### src/core/std_timer_pkg.sv
// Package with register map, field positions and encodings of the timer.
package std_timer_pkg;
    // Register offsets on the byte register port.
    localparam logic [2:0] OFS_CTRL0 = 3'h0;
    localparam logic [2:0] OFS_CTRL1 = 3'h1;
    localparam logic [2:0] OFS_CNT_LO = 3'h2;
    localparam logic [2:0] OFS_CNT_HI = 3'h3;
    localparam logic [2:0] OFS_CMPA_LO = 3'h4;
    localparam logic [2:0] OFS_CMPA_HI = 3'h5;
    localparam logic [2:0] OFS_PERIOD = 3'h6;
    localparam logic [2:0] OFS_FLAGS = 3'h7;
    // Control byte zero fields.
    localparam int BIT_PAUSE = 7;
    localparam int BIT_RUN = 3;
    // Control byte one fields.
    localparam int BIT_MODE_HI = 7;
    localparam int BIT_MODE_LO = 6;
    localparam int BIT_PIN_HI = 5;
    localparam int BIT_PIN_LO = 4;
    localparam int BIT_INIT = 3;
    localparam int BIT_INV = 2;
    localparam int BIT_SWAP = 1;
    localparam int BIT_CCLR = 0;
    // Flag byte fields.
    localparam int BIT_FLAG_A = 0;
    localparam int BIT_FLAG_P = 1;
    // Reset values.
    localparam logic [7:0] RST_BYTE = 8'h00;
    localparam logic [15:0] RST_WORD = 16'h0000;
    // Operating modes.
    typedef enum logic [1:0] {
        MODE_COMPARE = 2'b00,
        MODE_UNDEF = 2'b01,
        MODE_PWM = 2'b10,
        MODE_TIMER = 2'b11
    } mode_t;
    // Pin action encodings in compare-match mode.
    localparam logic [1:0] PIN_KEEP = 2'b00;
    localparam logic [1:0] PIN_LOW = 2'b01;
    localparam logic [1:0] PIN_HIGH = 2'b10;
    localparam logic [1:0] PIN_TOGGLE = 2'b11;
    // Pin action encodings in PWM mode.
    localparam logic [1:0] PWM_FORCE_OFF = 2'b00;
    localparam logic [1:0] PWM_FORCE_ON = 2'b01;
endpackage

### src/core/std_timer.sv
// Sixteen-bit standard timer with compare, timer and PWM modes.
//
// Overview of operation
// Clear select picks comparator A or P/overflow.
// Overflow clearing only when period value zero.
// Clear select ignored in PWM mode.
// Count readable as two read-only bytes.
// Comparator A value in two RW bytes.
// Period byte compared with count high byte.
// Compare mode, select low: both flags set.
// Select high: only flag A, never P.
// Software keeps A nonzero in compare mode.
// A zero: wrap at maximum, no A flag.
// Pin changes only on comparator A match.
// Pin action: none, low, high, toggle.
// Run rising edge loads initial pin level.
// Timer mode as compare, pin not driven.
// PWM: one value period, other duty.
// PWM mode raises both match flags.
// PWM polarity, force levels, output invert.
// Swap low: period from period byte.
// Duty at or above period: fully active.
// Swap high: A sets period, byte duty.
// PWM counting runs while pin forced.
// Pin action codes 00,01,10,11 as listed.
// Run rise clears count, fall holds it.
// Pause holds count, resumes afterwards.
// Count up once per counting clock tick.
`timescale 1ns/100ps
module std_timer
    import std_timer_pkg::*;
(
    // Clock, reset and enable.
    input wire logic mclk,
    input wire logic sys_rst,
    input wire logic clk_en,
    // Counting clock tick from the clock selector.
    input wire logic count_tick,
    // Register port.
    input wire logic [2:0] reg_addr,
    input wire logic [7:0] reg_wdata,
    input wire logic reg_wr,
    input wire logic reg_rd,
    output logic [7:0] reg_rdata,
    // Output pin and its enable.
    output logic timer_pin,
    output logic timer_pin_oe,
    // One-cycle match events.
    output logic match_a_event,
    output logic match_p_event
);

    // All state of the block in one record.
    typedef struct packed {
        logic pause;
        logic run;
        logic [7:0] ctrl1;
        logic [15:0] cnt;
        logic [15:0] cmpa;
        logic [7:0] period;
        logic flag_a;
        logic flag_p;
        logic pin_lvl;
        logic pwm_act;
        logic [7:0] rdata;
        logic pin;
        logic pin_oe;
        logic ev_a;
        logic ev_p;
    } state_t;

    state_t s_q;
    state_t s_d;

    // Decoded control fields.
    mode_t mode;
    logic [1:0] pin_act;
    logic cclr;
    logic pwm_mode;
    logic run_rise;
    logic counting;
    logic cnt_max;
    logic match_a;
    logic match_p;
    logic clr_cnt;
    logic [16:0] duty_len;
    logic [16:0] per_len;
    logic [16:0] pos;

    assign mode = mode_t'(s_q.ctrl1[BIT_MODE_HI:BIT_MODE_LO]);
    assign pin_act = s_q.ctrl1[BIT_PIN_HI:BIT_PIN_LO];
    assign cclr = s_q.ctrl1[BIT_CCLR];
    assign pwm_mode = (mode == MODE_PWM);
    assign run_rise = reg_wr && (reg_addr == OFS_CTRL0)
        && reg_wdata[BIT_RUN] && !s_q.run;
    // A tick that the counter takes; the assertions below lean on it.
    assign counting = s_q.run && !s_q.pause && count_tick;

    // Comparators see the count that the tick is about to leave.
    always_comb begin
        cnt_max = (s_q.cnt == 16'hFFFF);
        // A zero compare value never matches, so the count wraps.
        match_a = (s_q.cmpa != RST_WORD)
            && (s_q.cnt == (s_q.cmpa - 16'h0001));
        // Period byte against the high byte; zero means a full wrap.
        if (s_q.period == RST_BYTE) begin
            match_p = cnt_max;
        end else begin
            match_p = (s_q.cnt[15:8] == (s_q.period - 8'h01))
                && (s_q.cnt[7:0] == 8'hFF);
        end
        // PWM ignores the clear select; swap decides the period source.
        if (pwm_mode) begin
            clr_cnt = s_q.ctrl1[BIT_SWAP] ? (match_a || cnt_max)
                : match_p;
        end else if (cclr) begin
            clr_cnt = match_a || cnt_max;
        end else begin
            clr_cnt = match_p;
        end
    end

    // PWM lengths in counting clocks, zero period byte meaning 65536.
    always_comb begin
        per_len = {1'b0, s_q.cmpa};
        duty_len = {1'b0, s_q.cmpa};
        if (s_q.period == RST_BYTE) begin
            pos = 17'h10000;
        end else begin
            pos = {1'b0, s_q.period, 8'h00};
        end
        if (s_q.ctrl1[BIT_SWAP]) begin
            duty_len = pos;
        end else begin
            per_len = pos;
        end
        if (per_len == 17'h00000) begin
            per_len = 17'h10000;
        end
    end

    // Next-state logic for counter, registers, flags and pin.
    always_comb begin
        s_d = s_q;
        s_d.ev_a = 1'b0;
        s_d.ev_p = 1'b0;
        // Register writes; count bytes are read-only.
        if (reg_wr) begin
            case (reg_addr)
                OFS_CTRL0: begin
                    s_d.pause = reg_wdata[BIT_PAUSE];
                    s_d.run = reg_wdata[BIT_RUN];
                end
                OFS_CTRL1: s_d.ctrl1 = reg_wdata;
                OFS_CMPA_LO: s_d.cmpa[7:0] = reg_wdata;
                OFS_CMPA_HI: s_d.cmpa[15:8] = reg_wdata;
                OFS_PERIOD: s_d.period = reg_wdata;
                OFS_FLAGS: begin
                    // Writing one clears a flag; a new match below wins.
                    if (reg_wdata[BIT_FLAG_A]) begin
                        s_d.flag_a = 1'b0;
                    end
                    if (reg_wdata[BIT_FLAG_P]) begin
                        s_d.flag_p = 1'b0;
                    end
                end
                default: begin
                end
            endcase
        end
        if (run_rise) begin
            s_d.cnt = RST_WORD;
            s_d.pin_lvl = s_q.ctrl1[BIT_INIT];
            s_d.pwm_act = 1'b1;
        end else if (s_q.run && !s_q.pause && count_tick) begin
            // Counting; the fall of run simply stops ticks here.
            s_d.cnt = clr_cnt ? RST_WORD : s_q.cnt + 16'h0001;
            if (pwm_mode) begin
                // Both comparators flag in PWM mode.
                s_d.ev_a = match_a;
                s_d.ev_p = match_p;
                // Active from period start until the duty count.
                if (clr_cnt) begin
                    s_d.pwm_act = (duty_len != 17'h00000);
                end else if ({1'b0, s_q.cnt} + 17'h00001 >= duty_len) begin
                    s_d.pwm_act = (duty_len >= per_len);
                end
            end else begin
                s_d.ev_a = match_a;
                s_d.ev_p = match_p && !cclr;
                if (match_a && mode == MODE_COMPARE) begin
                    case (pin_act)
                        PIN_KEEP: s_d.pin_lvl = s_q.pin_lvl;
                        PIN_LOW: s_d.pin_lvl = 1'b0;
                        PIN_HIGH: s_d.pin_lvl = 1'b1;
                        PIN_TOGGLE: s_d.pin_lvl = !s_q.pin_lvl;
                        default: s_d.pin_lvl = s_q.pin_lvl;
                    endcase
                end
            end
        end
        // Flags: the hardware set overrides a same-cycle clear.
        if (s_d.ev_a) begin
            s_d.flag_a = 1'b1;
        end
        if (s_d.ev_p) begin
            s_d.flag_p = 1'b1;
        end
        // Pin drive per mode; timer mode leaves the pin free.
        case (mode)
            MODE_COMPARE: begin
                s_d.pin = s_d.pin_lvl;
                s_d.pin_oe = 1'b1;
            end
            MODE_PWM: begin
                // Forced levels, polarity then invert.
                case (pin_act)
                    PWM_FORCE_OFF: s_d.pin = !s_q.ctrl1[BIT_INIT];
                    PWM_FORCE_ON: s_d.pin = s_q.ctrl1[BIT_INIT];
                    default: s_d.pin = s_d.pwm_act
                        ? s_q.ctrl1[BIT_INIT] : !s_q.ctrl1[BIT_INIT];
                endcase
                s_d.pin = s_d.pin ^ s_q.ctrl1[BIT_INV];
                s_d.pin_oe = 1'b1;
            end
            default: begin
                s_d.pin = 1'b0;
                s_d.pin_oe = 1'b0;
            end
        endcase
        // Invert applies in compare mode too.
        if (mode == MODE_COMPARE) begin
            s_d.pin = s_d.pin_lvl ^ s_q.ctrl1[BIT_INV];
        end
        // Read data stands the cycle after the read strobe.
        s_d.rdata = RST_BYTE;
        if (reg_rd) begin
            case (reg_addr)
                OFS_CTRL0: s_d.rdata = {s_q.pause, 3'h0, s_q.run, 3'h0};
                OFS_CTRL1: s_d.rdata = s_q.ctrl1;
                OFS_CNT_LO: s_d.rdata = s_q.cnt[7:0];
                OFS_CNT_HI: s_d.rdata = s_q.cnt[15:8];
                OFS_CMPA_LO: s_d.rdata = s_q.cmpa[7:0];
                OFS_CMPA_HI: s_d.rdata = s_q.cmpa[15:8];
                OFS_PERIOD: s_d.rdata = s_q.period;
                OFS_FLAGS: s_d.rdata = {6'h00, s_q.flag_p, s_q.flag_a};
                default: s_d.rdata = RST_BYTE;
            endcase
        end
    end

    // State register; the clock enable freezes everything.
    always_ff @(posedge mclk) begin
        if (sys_rst) begin
            s_q <= '0;
        end else if (clk_en) begin
            s_q <= s_d;
        end
    end

    assign reg_rdata = s_q.rdata;
    assign timer_pin = s_q.pin;
    assign timer_pin_oe = s_q.pin_oe;
    assign match_a_event = s_q.ev_a;
    assign match_p_event = s_q.ev_p;
endmodule

### config.mk
export PLATFORM = sky130hd
export DESIGN_NAME = std_timer
export DESIGN_NICKNAME = d
export VERILOG_FILES = /design/src/core/std_timer_pkg.sv /design/src/core/std_timer.sv
export SDC_FILE = /design/constraint.sdc
export NUM_CORES = 1
export LEC_CHECK = 0
export ABC_AREA = 0
export BUFFER_PORTS_ARGS = -buffer_cell sky130_fd_sc_hd__buf_2
export CAP_MARGIN = 20
export CORE_MARGIN = 2
export CORE_UTILIZATION = 30
export DETAILED_ROUTE_END_ITERATION = 6
export GPL_ROUTABILITY_DRIVEN = 0
export MAX_ROUTING_LAYER = met4
export PLACE_DENSITY_LB_ADDON = 0.2
export SETUP_SLACK_MARGIN = 0.05
export SLEW_MARGIN = 20
export SYNTH_ARGS = -nofsm -noshare
export SYNTH_HDL_FRONTEND = slang
export SYNTH_SLANG_ARGS = --single-unit
export TNS_END_PERCENT = 10
### constraint.sdc
create_clock -name mclk -period 8.45 [get_ports mclk]
set_clock_uncertainty 0.15 [all_clocks]
set_input_delay 0.4225 -clock mclk [delete_from_list [all_inputs] [get_ports mclk]]
set_output_delay 0.4225 -clock mclk [all_outputs]
set_load 0.1 [all_outputs]
==> results.txt, run 1 <==
The run finished with clean final reports. For the number of top-level pins, the log shows 29. The wire length of the first global-routing pass was 26.2 mm; the fraction of synthesized cell area taken by the top area cell type was 0.258. The worst setup path is launched from a flop. The final global-route overflow total is 0. The tools report the capturing point of the worst reg2reg path as timer_pin. In this run the power spent charging and discharging nets is 208 uW.

Among the stages of the critical path, the cell type that occurs most often is nand3_1. The count of cells along the worst hold path is 3, and the sequential standard cell area is 0.00132 mm2. The final layout contains routed wiring with a total length of 16.7 mm.

The final cycle utilization of the critical path came out at 0.466. Yosys printed 0 warnings. Of all nets on the critical path, the largest fanout is 8. Number of cells on the worst reg-to-reg path: 16. For this run, the leading register cell type out of synthesis is dfxtp_1. Static timing analysis puts the maximum clock frequency at 0.254 GHz. The cell taking the most area after synthesis is dfxtp_1. The tools report the launch point of the worst hold path as reg_rd. The insertion delay to the later sink of the worst-skew pair is 0.35 ns. Summing all multi-input logic gate instances after layout gives 0.00343 mm2. The number of enable-type register cells in the synthesized netlist is 0, and the number of clock sinks is 66. The detail-routed net length per standard cell was 19.7 um; the count of input and output buffers was 28.

The clock tree synthesis step divided the H-tree into 3 levels. The combinational fraction of design power is 0.111, and the core footprint is 0.0166 mm2. Slowest cell on the critical path: dfxtp_1.

For this run, the slowest stage of the critical path takes 0.51 ns. The global-route usage over all layers was 0.197; the average size of a mapped cell was 7.93 um2. For this run, design rule violations remaining after detail routing come to 0. Filler cell count in the final layout: 1746. From synthesis to final layout, the design area changed by 8.86%. The first-pass iteration count of the detailed router was 5. Buffers inserted during clock tree synthesis total 9. On the final layout, the worst hold slack is 0.244 ns. The netlist area before placement was 0.00511 mm2. Critical path endpoint category: a flop. The final total power is 782 uW.

By area the synthesized netlist is led by dfxtp_1, mux2i_1, ha_1. The count of final hold-check violations was 0. The floorplan step defined a die boundary enclosing 0.0181 mm2. Counting along the longest clock path gives a buffer depth of 2. The signal on the critical path passes through ha_1 -> nand3_1 -> nor2_1 -> nand3_1 -> xnor2_1 -> ha_1 -> and4_1 -> nand3_1 -> o31ai_1 -> a31oi_1 -> o211ai_1 -> o2111ai_1 -> o2111ai_1 -> a32oi_2 -> xnor2_1 -> o41ai_2.

The worst register-to-register path has a setup slack of 4.51 ns. The root buffer cell chosen for the clock tree is clkbuf_16. After synthesis the netlist holds a flip-flop and latch count of 66. The number of cells upsized or downsized after cts is 0. TritonCTS built the clock tree. The run gives 12.2 mm as the half-perimeter wire length after placement. The share of flip-flops with an asynchronous set or reset was 0.

The count of antenna-violating nets left after detailed routing was 0. The internal power of the cells totals 574 uW. After the first detailed-routing iteration, the DRC count stood at 324.

Synthesis produced a netlist with a net count of 692. The logs give 4.56 ns for the pre-CTS worst setup slack and 0 for the final number of max-transition violations. The actual slew at the worst max-slew pin is 0.970 ns.

The startpoint identified for the worst register-to-register timing path is s_q[40]. After clock tree synthesis, the clock-pin slew on the worst setup and hold paths is 0.06 ns. 0 antenna diodes ended up in the layout. The max-slew headroom at the worst pin is 0.348.

The sequential fraction of the synthesis area was 0.258. The min-delay analysis places its worst path in the category in2reg. The initial antenna violation count came out at 0. For the number of global-route vias before repair, the log shows 4556. Setup repair after global routing left no endpoint under its margin.

The largest net degree at the start of global routing was 69. For this design the ratio of total power to cell area is 140 mW/mm2. The required time at the endpoint of the critical path was 8.55 ns. The run gives 671 as the number of nets in the layout. Counting distinct cell types in the post-synthesis netlist gives 63.

Buffers inserted to repair hold after CTS numbered 0. The die is 135 um tall. Setup violations remaining at the end of the flow were counted as 0.

The total number of placement rows came out at 47. The horizontal extent of the die was 135 um. The fraction of power spent switching nets works out to 0.266. STA puts the critical path data arrival time at 4.04 ns. Dividing the detail-routed via count by the number of cells gives 5.51. The starting density of the core was 0.307. Type of the setup path with the least slack: reg2reg.

Setup slack on the critical path of the routed design comes to 4.51 ns. The cell count after synthesis came out at 645. Clock network fraction of total power: 0.478. For hold timing, the worst endpoint is reg_rdata[7]. The worst path needs 3.94 ns of the cycle, external delays included. The number of max-cap violations was 0; the aggregate negative setup slack was 0 ns. Post-CTS timing repair inserted 0 buffers for setup.

For this design the static power due to leakage is 2.31 nW. VDD sags by at most 131 uV. For the power share of the sequential group, the log shows 0.411. Detailed routing inserted a total of 4679 vias. The fraction of layout instances using a drive strength above 1 came out at 0.0970.
==> flip-flops by register name, indices dropped and copies added (netlist names), 2 cells and up <==
signal and count:
s_q 49, mode 2, pin_act 2, reg_rdata 8
==> layout make-up <==
class / instances / share of cell area
inverters: 24 / 0.0162
multi-input cells: 492 / 0.616
clock inverters: 4 / 0.00944
repair buffers: 31 / 0.0292
flip-flops and latches: 66 / 0.237
well taps: 220 / 0.0494
clock buffers: 12 / 0.0425
==> worst max path at each step <==
| stage | start | endpoint | slack, ns | cells after the start |
|---|---|---|---|---|
| global route | s_q[40] | timer_pin | 4.22 | 16 |
| finish | s_q[40] | timer_pin | 4.51 | 16 |
| CTS | s_q[40] | timer_pin | 4.53 | 15 |
| global placement | s_q[40] | timer_pin | 4.70 | 16 |
| detailed placement | s_q[40] | timer_pin | 4.56 | 15 |
| floorplan | s_q[24] | timer_pin | 5.09 | 13 |
==> power by group through the flow <==
stage | combinational (mW) | sequential, mW | clock [mW]
6_report | 0.0870 | 0.321 | 0.373
5_1_grt | 0.0951 | 0.322 | 0.396
4_1_cts | 0.0871 | 0.321 | 0.387
3_5_place_dp | 0.0867 | 0.328 | 0
3_3_place_gp | 0.0861 | 0.328 | 0
2_1_floorplan | 0.0640 | 0.327 | 0
==> cell families after synthesis <==
kind of cell / synth area share
AOI/OAI and AO/OA: 0.164
xor gates and xnor gates: 0.0856
adders and majority gates: 0.0734
buffers and inverters: 0.0717
DFF: 0.258
muxes: 0.121
and+or+nand+nor: 0.226
==> stage by stage <==
step	utilization	std cells	cell area, um2
global route	0.335	849	5570
CTS	0.334	849	5570
global placement	0.317	833	5280
detailed placement	0.317	833	5280
finish	0.335	849	5570
floorplan	-	645	5110
==> cell usage after synthesis, types with 2 or more instances <==
master	instances
a21o_1	9
a21oi_1	36
a221oi_1	9
a22oi_1	21
a31oi_1	5
and3_1	10
and4_1	3
buf_1	7
buf_2	2
buf_4	8
clkbuf_1	45
dfxtp_1	66
ha_1	30
inv_1	23
mux2_2	5
mux2i_1	54
nand2_1	40
nand2b_1	4
nand3_1	20
nand4_1	12
nor2_1	86
nor2b_1	9
nor3_1	13
nor3b_1	4
nor4_1	10
nor4b_1	2
o2111ai_1	4
o211ai_1	4
o21ai_0	13
o311ai_0	2
o31a_1	2
o31ai_1	2
or3_1	6
or4_1	2
xnor2_1	36
xor2_1	14
==> worst max-delay path, delay by kind of cell (launching register included) <==
kind                       cells  cell delay [ns]
and+or+nand+nor                5             1.02
xor gates and xnor gates       2             0.35
adders and majority gates      2             0.57
DFF                            1             0.51
AOI/OAI and AO/OA              7             1.24
==> routing by layer <==
layer	vias up	global-route usage	routed length, um
li1	2246	-	-
met1	2225	0.257	7640
met2	167	0.300	7450
met3	41	0.0308	894
met4	0	0.0936	728
met5	-	-	0
==> layout by cell type, fill, tap and decap left out, types with 3 or more instances in the layout <==
| master | count |
|---|---|
| nand3_1 | 20 |
| and4_1 | 3 |
| nand2b_1 | 4 |
| nand4_1 | 12 |
| or3_1 | 6 |
| nor3b_1 | 4 |
| clkbuf_16 | 9 |
| nor2_1 | 85 |
| mux2_2 | 5 |
| clkbuf_1 | 3 |
| mux2i_1 | 54 |
| inv_1 | 23 |
| buf_4 | 3 |
| o21ai_0 | 13 |
| dfxtp_1 | 66 |
| a221oi_1 | 9 |
| nor3_1 | 13 |
| and3_1 | 10 |
| a31oi_1 | 5 |
| a21oi_1 | 36 |
| xor2_1 | 14 |
| a21o_1 | 9 |
| ha_1 | 30 |
| nor4_1 | 10 |
| nand2_1 | 40 |
| o2111ai_1 | 4 |
| a22oi_1 | 21 |
| o211ai_1 | 4 |
| nor2b_1 | 9 |
| buf_2 | 28 |
| xnor2_1 | 36 |
(Power assumes the default switching activity.)
==> run 2: changes to the inputs <==
clock period = 4 ns   (was 8.45 ns; I/O delays follow)
==> run 2 against run 1 <==
Net effect: clock-buffer cell count decreased by 3; utilization increased by 1.2 points; critical path depth decreased by 4; first-iteration DRC count increased by 16%; total power increased by 110%; clock power increased by 99%; sequential power increased by 110%; final cell count increased by 2.8%; sequential share of layout area decreased by 0.74 points; largest cell class unchanged; largest power group unchanged.
==> results.txt, run 2 (synthesized netlist as in run 1, its figures left out) <==
After detailed routing, the number of vias per cell comes to 5.44. For the starting density of the core, the log shows 0.307. The maximum vdd drop came out at 265 uV. The clock net in this run drives a total of 66 sinks. The count of input and output buffers works out to 28.

The run gives 0.00576 mm2 as the cell area after layout. The routed design could run at a clock period as short as 3.70 ns. For this run, the slowest stage of the critical path takes 0.46 ns.

The TritonCTS buffer count is 9. For the pin with the worst max-slew slack, the measured transition is 1.10 ns. Across all hold checks on the routed design, the worst slack comes to 0.0189 ns. In this run, the number of DRC markers left after iteration 0 of detailed routing was 375. After clock tree synthesis, the clock-pin slew on the worst setup and hold paths is 0.06 ns. For the routed wire length, the log shows 17.2 mm. The worst setup path is captured at a flop.

Dividing total power by cell area gives a power density of 280 mW/mm2. Top cell family by delay on the critical path: simple AND/OR/NAND/NOR gates. The flip-flop count of the largest register, all copies and words added is 49.

The path type of the worst min-delay path is in2reg. The run gives 695 as the number of nets in the layout. Derived from the worst setup path, the maximum achievable clock frequency is 0.270 GHz. The logs give 1730 for the filler cell count in the final layout and 2 for the clock tree buffer depth. TritonCTS built the clock tree. During I/O placement, the number of pins put on the boundary was 29.

The logs give 0 for the count of final hold-check violations and 47 for the total number of placement rows. The final cycle utilization of the critical path works out to 0.925. The logs give 4543 for the number of global-route vias before repair and 3 for the count of H-tree levels built during CTS.

Counting flops per register, the top entry is s_q. STA puts the critical path data arrival time at 3.76 ns. The instance area after placement was 0.00544 mm2. The tools report the final number of max-transition violations as 0. The run gives 0 as the initial antenna violation count.

Max-cap violations in this run came to 0. The logs give 5 for the first-pass iteration count of the detailed router and 26.6 mm for the wire length of the first global-routing pass. The max-slew headroom at the worst pin is 0.266.

The share of the core filled with cells in the final layout came out at 0.346. The area growth from synthesis to layout is 12.7%. In the routed design, unresolved DRC markers number 0. 0 antenna diodes ended up in the layout. The fraction of layout instances using a drive strength above 1 was 0.142. The final global-route overflow total was 0. The library cell used most frequently in the layout, excluding fill and tap cells, is nor2_1.

The slowest cell on the critical path is or4_1. In this run the worst path has a maximum fanout of 7. The detail route stage leaves a number of antenna-violating nets equal to 0. Setup violations remaining at the end of the flow were counted as 0. The required time at the endpoint of the critical path was 4.06 ns; the total buffers and inverters traversed by the critical path was 1. For the half-perimeter wire length after placement, the log shows 12.9 mm.

The aggregate negative setup slack came out at 0 ns. In this run the static leakage power is 2.43 nW. The critical path goes through inv_1 -> ha_1 -> or3b_1 -> or3_1 -> a2111oi_2 -> and4_1 -> nand4_2 -> or4_1 -> a31oi_1 -> xor2_1 -> a21oi_1 -> o41ai_2.

The library cells used most frequently in the layout, excluding fill and tap cells, are nor2_1, dfxtp_1, mux2i_1. The clock reaches the later pin of the worst-skew pair after 0.35 ns. For the total die area, the log shows 0.0181 mm2. In this run the clock root is driven by a clkbuf_16. Entering global routing, the biggest net connects 41 pins.

The flow ran to the end, and the final reports show no timing, DRC or antenna violations. The horizontal extent of the die is 135 um, and the die boundary height is 135 um. The critical path in this run is classified as reg2reg. The worst setup path is launched from a flop.

Setup repair after global routing left no endpoint under its margin. For the global-route usage over all layers, the log shows 0.200. In the final routed layout, each cell accounts on average for 19.7 um. Detailed routing inserted a total of 4751 vias.

The region available for standard cell placement spans 0.0166 mm2.
-- run 2: cell count changes in the layout (fill, tap and decap cells not counted), sizes merged, moves of 2 or more --
| cell | previous run | this run |
|---|---|---|
| clkinv | 4 | 6 |
| buf | 31 | 53 |
| dlygate4sd3 | 0 | 2 |
| clkbuf | 12 | 9 |
-- run 2: power by group --
group	total, mW	switching [mW]	internal (mW)
clock	0.743	0.325	0.418
sequential	0.675	0.00985	0.665
combinational	0.196	0.127	0.0691
-- run 2: worst paths after layout --
| kind | from | endpoint | slack (ns) | cells after the start |
|---|---|---|---|---|
| worst min register to register | s_q[14] | s_q[14] | 0.30 | 2 |
| worst min-delay path | reg_wdata[7] | s_q[65] | 0.02 | 3 |
| worst max-delay path | s_q[25] | timer_pin | 0.30 | 12 |
| worst max register to register | s_q[25] | timer_pin | 0.30 | 12 |
-- run 2: tightest hold or removal path: stages --
cell	delay [ns]
buf_2	0.15
nand2_1	0.07
a21oi_1	0.05
-- run 2: metrics by stage --
stage	power [mW]	instances	setup slack, ns
4_1_cts	1.63	873	0.242
3_5_place_dp	0.881	855	0.252
2_1_floorplan	0.825	645	0.642
3_3_place_gp	0.879	855	0.350
6_report	1.61	873	0.302
5_1_grt	1.67	873	0.0512
-- run 2: routing by layer --
metal / track usage / routed length (um)
met4: 0.0854 / 689
met1: 0.257 / 7770
met5: - / 0
met3: 0.0447 / 1020
met2: 0.302 / 7680
-- run 2: area by class of cell --
| type | instances | area [um2] | area share |
|---|---|---|---|
| clock inverters | 7 | 45.0 | 0.00782 |
| repair buffers | 55 | 348 | 0.0604 |
| clock buffers | 9 | 225 | 0.0391 |
| flip-flops and latches | 66 | 1330 | 0.230 |
| multi-input cells | 492 | 3450 | 0.599 |
| inverters | 24 | 90.1 | 0.0156 |
| well taps | 220 | 275 | 0.0478 |
-- run 2: repair_timing --
item                                   CTS  global route
hold buffers                             2             0
setup buffers                            0             0
resized for setup                        0             9
setup endpoints to repair                0             2
endpoints found under the hold margin    4             0
==> run 3: changes to the inputs <==
BUFFER_PORTS_ARGS = -buffer_cell sky130_fd_sc_hd__buf_4   (was -buffer_cell sky130_fd_sc_hd__buf_2)
==> run 3 against run 2 <==
Net effect: final cell count is 0.11% higher; sequential power hardly changed; maximum frequency is 0.32% lower; global-route usage is 0.43 points higher; clock-buffer cell count is 2 higher; critical path depth stayed put; critical endpoint unchanged; largest cell class unchanged; largest power group unchanged.
==> results.txt, run 3 (synthesized netlist as in run 1, its figures left out) <==
Entering global routing, the biggest net connects 69 pins. Summing all multi-input logic gate instances after layout gives 0.00343 mm2. For the worst setup path, the data arrival time is 3.76 ns. Counting buffers and inverters, the worst setup path is 12 cells deep. For this run, the post-layout net count is 696. After floorplanning, the core was sized to cover 0.0166 mm2.

s_q holds more flip-flops than any other register. The run gives 47 as the total number of placement rows. The detailed router finished its first iteration with 344 violations. The die is 135 um wide.

The library cells used most frequently in the layout, excluding fill and tap cells, are nor2_1, dfxtp_1, mux2i_1. At the later pin of the worst-skew pair, clock insertion delay measures 0.35 ns. The H-tree was split into 3 levels.

Across the whole layout, storage elements account for 0.00132 mm2. STA classifies the critical path endpoint as a flop. In this run the worst setup path terminates at timer_pin. For the worst flop-to-flop path, the logic depth is 12. The critical path goes through inv_1 -> ha_2 -> or3b_1 -> or3_1 -> a2111oi_2 -> and4_1 -> nand4_2 -> or4_1 -> a31oi_1 -> xor2_1 -> a21oi_1 -> o41ai_2. Startpoint kind of the worst setup timing path: a flop. Post-CTS timing repair inserted 0 buffers for setup. The highest cell delay on the worst timing path came out at 0.46 ns. The tightest min-delay check is of the in2reg type. The number of global-route vias before repair is 4770. Setup repair after global routing left no endpoint under its margin. The final cycle utilization of the critical path was 0.928; the initial antenna violation count was 0.

The largest individual stage delay along the critical path comes from the cell or4_1. For the starting density of the core, the log shows 0.307. The run finished with clean final reports. The setup path with the least slack is of type reg2reg. The worst path needs 3.71 ns of the cycle, external delays included. The final-layout worst hold slack was 0.00684 ns.

In this run the critical register-to-register path is launched from s_q[24]. Leaving out filler cells and counting taps, the final layout contains 874. The run gives 0 as the final number of max-transition violations. The most critical setup path has its startpoint at s_q[24]. After filler insertion, the fill cell instance count of the layout stands at 1763. The vias per cell is 5.51, and the TritonCTS buffer count is 9. The detail-routed net length per standard cell works out to 19.8 um. Prior to clock tree synthesis, the placed netlist has a worst setup slack of 0.295 ns. TritonCTS built the clock tree.

In this run the count of I/O pins placed on the die edge is 29. The tools report the global-route usage over all layers as 0.204. For this run the aggregate overflow at the end of global routing stands at 0. Clock tree buffer depth: 2. After clock tree synthesis, the clock-pin slew on the worst setup and hold paths is 0.06 ns.

The first TritonRoute pass finished after 6 iterations. The floorplan step defined a die boundary enclosing 0.0181 mm2. In this design, the largest share of critical-path delay is due to simple AND/OR/NAND/NOR gates.

The run gives 0.314 as the max-slew headroom at the worst pin. The library cell used most frequently in the layout, excluding fill and tap cells, is nor2_1. For this design the static power due to leakage is 2.44 nW. Static timing analysis puts the maximum clock frequency at 0.270 GHz. In this run, placement finished with an instance count of 854. Required time at the endpoint of the critical path: 4.05 ns.

The tools report the routed via count as 4820. The floorplan step set the die height to 135 um. For this run, design rule violations remaining after detail routing come to 0.

The worst register-to-register path ends at timer_pin. 0 antenna diodes ended up in the layout. The tools report the cell area after layout as 0.00584 mm2. VDD sags by at most 192 uV.

For flop-to-flop paths, the worst setup slack is 0.29 ns. The routed wire length is 17.3 mm. The area overhead of the layout relative to synthesis was 14.1%; the final worst slack was 0.290 ns. The total buffers and inverters traversed by the critical path is 1. Detailed placement ended at an HPWL of 13.0 mm. The register with the most flip-flops in the layout has 49 of them. Counting every sink on the clock net gives 66.

The tools report the wire length of the first global-routing pass as 27.4 mm. CTS placed an instance of clkbuf_16 at the clock tree root. Setup violations remaining at the end of the flow were counted as 0. The fraction of layout instances using a drive strength above 1 is 0.131, and the aggregate negative setup slack is 0 ns.

The peak fanout along the critical path is 7, and the areal power density over the cells is 283 mW/mm2. The placed instances occupy a cell area of 0.00550 mm2. The count of buffers added on input and output ports is 28. The count of antenna-violating nets left after detailed routing was 0. Count of final hold-check violations: 0. At the pin with the least slew margin, the transition time is 1.03 ns. Number of max-cap violations: 0.
-- run 3: cell types whose count changed in the layout (fill, tap and decap cells not counted), sizes merged --
| cell | previous run | this run |
|---|---|---|
| buf | 53 | 52 |
| clkbuf | 9 | 11 |
| clkinv | 6 | 3 |
| clkinvlp | 1 | 2 |
| dlygate4sd3 | 2 | 4 |
-- run 3: area by class of cell --
type                       instances  area share
clock inverter                     5     0.00643
multi-input combinational        492       0.587
inverter                          24      0.0154
timing repair buffer              56      0.0737
clock buffer                      11      0.0433
sequential                        66       0.227
tap                              220      0.0471
-- run 3: worst min-delay path: stages --
cell and delay (ns):
buf_4 0.14, nand2_1 0.06, a21oi_1 0.05
-- run 3: repair_timing --
action / in CTS / in global routing
endpoints found under the setup margin: 0 / 1
gates resized for setup: 0 / 2
endpoints found under the hold margin: 11 / 0
hold buffers: 4 / 0
-- run 3: through the flow --
stage               utilization  power [mW]
floorplan                     -       0.825
global placement          0.331       0.885
detailed placement        0.331       0.887
CTS                       0.351        1.67
global route              0.351        1.71
finish                    0.351        1.65
-- run 3: routing by layer --
metal,part of all wire,up-vias,track usage
li1,-,2310,-
met5,0,-,-
met1,0.45,2275,0.259
met2,0.45,184,0.311
met4,0.040,0,0.0860
met3,0.063,51,0.0477
-- run 3: where the power goes --
group | switching [mW] | internal [mW]
Clock | 0.322 | 0.455
Combinational | 0.127 | 0.0756
Sequential | 0.00957 | 0.665
-- run 3: worst min-delay path by stage --
| stage | start | end | slack [ns] | cells after the start |
|---|---|---|---|---|
| after floorplan | sys_rst | timer_pin | 0.15 | 1 |
| after global placement | s_q[14] | s_q[14] | 0.30 | 2 |
| after detailed placement | s_q[15] | s_q[15] | 0.30 | 2 |
| after CTS | reg_wdata[3] | s_q[64] | 0.003 | 3 |
| after global routing | reg_wdata[3] | s_q[64] | 0.02 | 3 |
| final | reg_wdata[3] | s_q[64] | 0.007 | 3 |
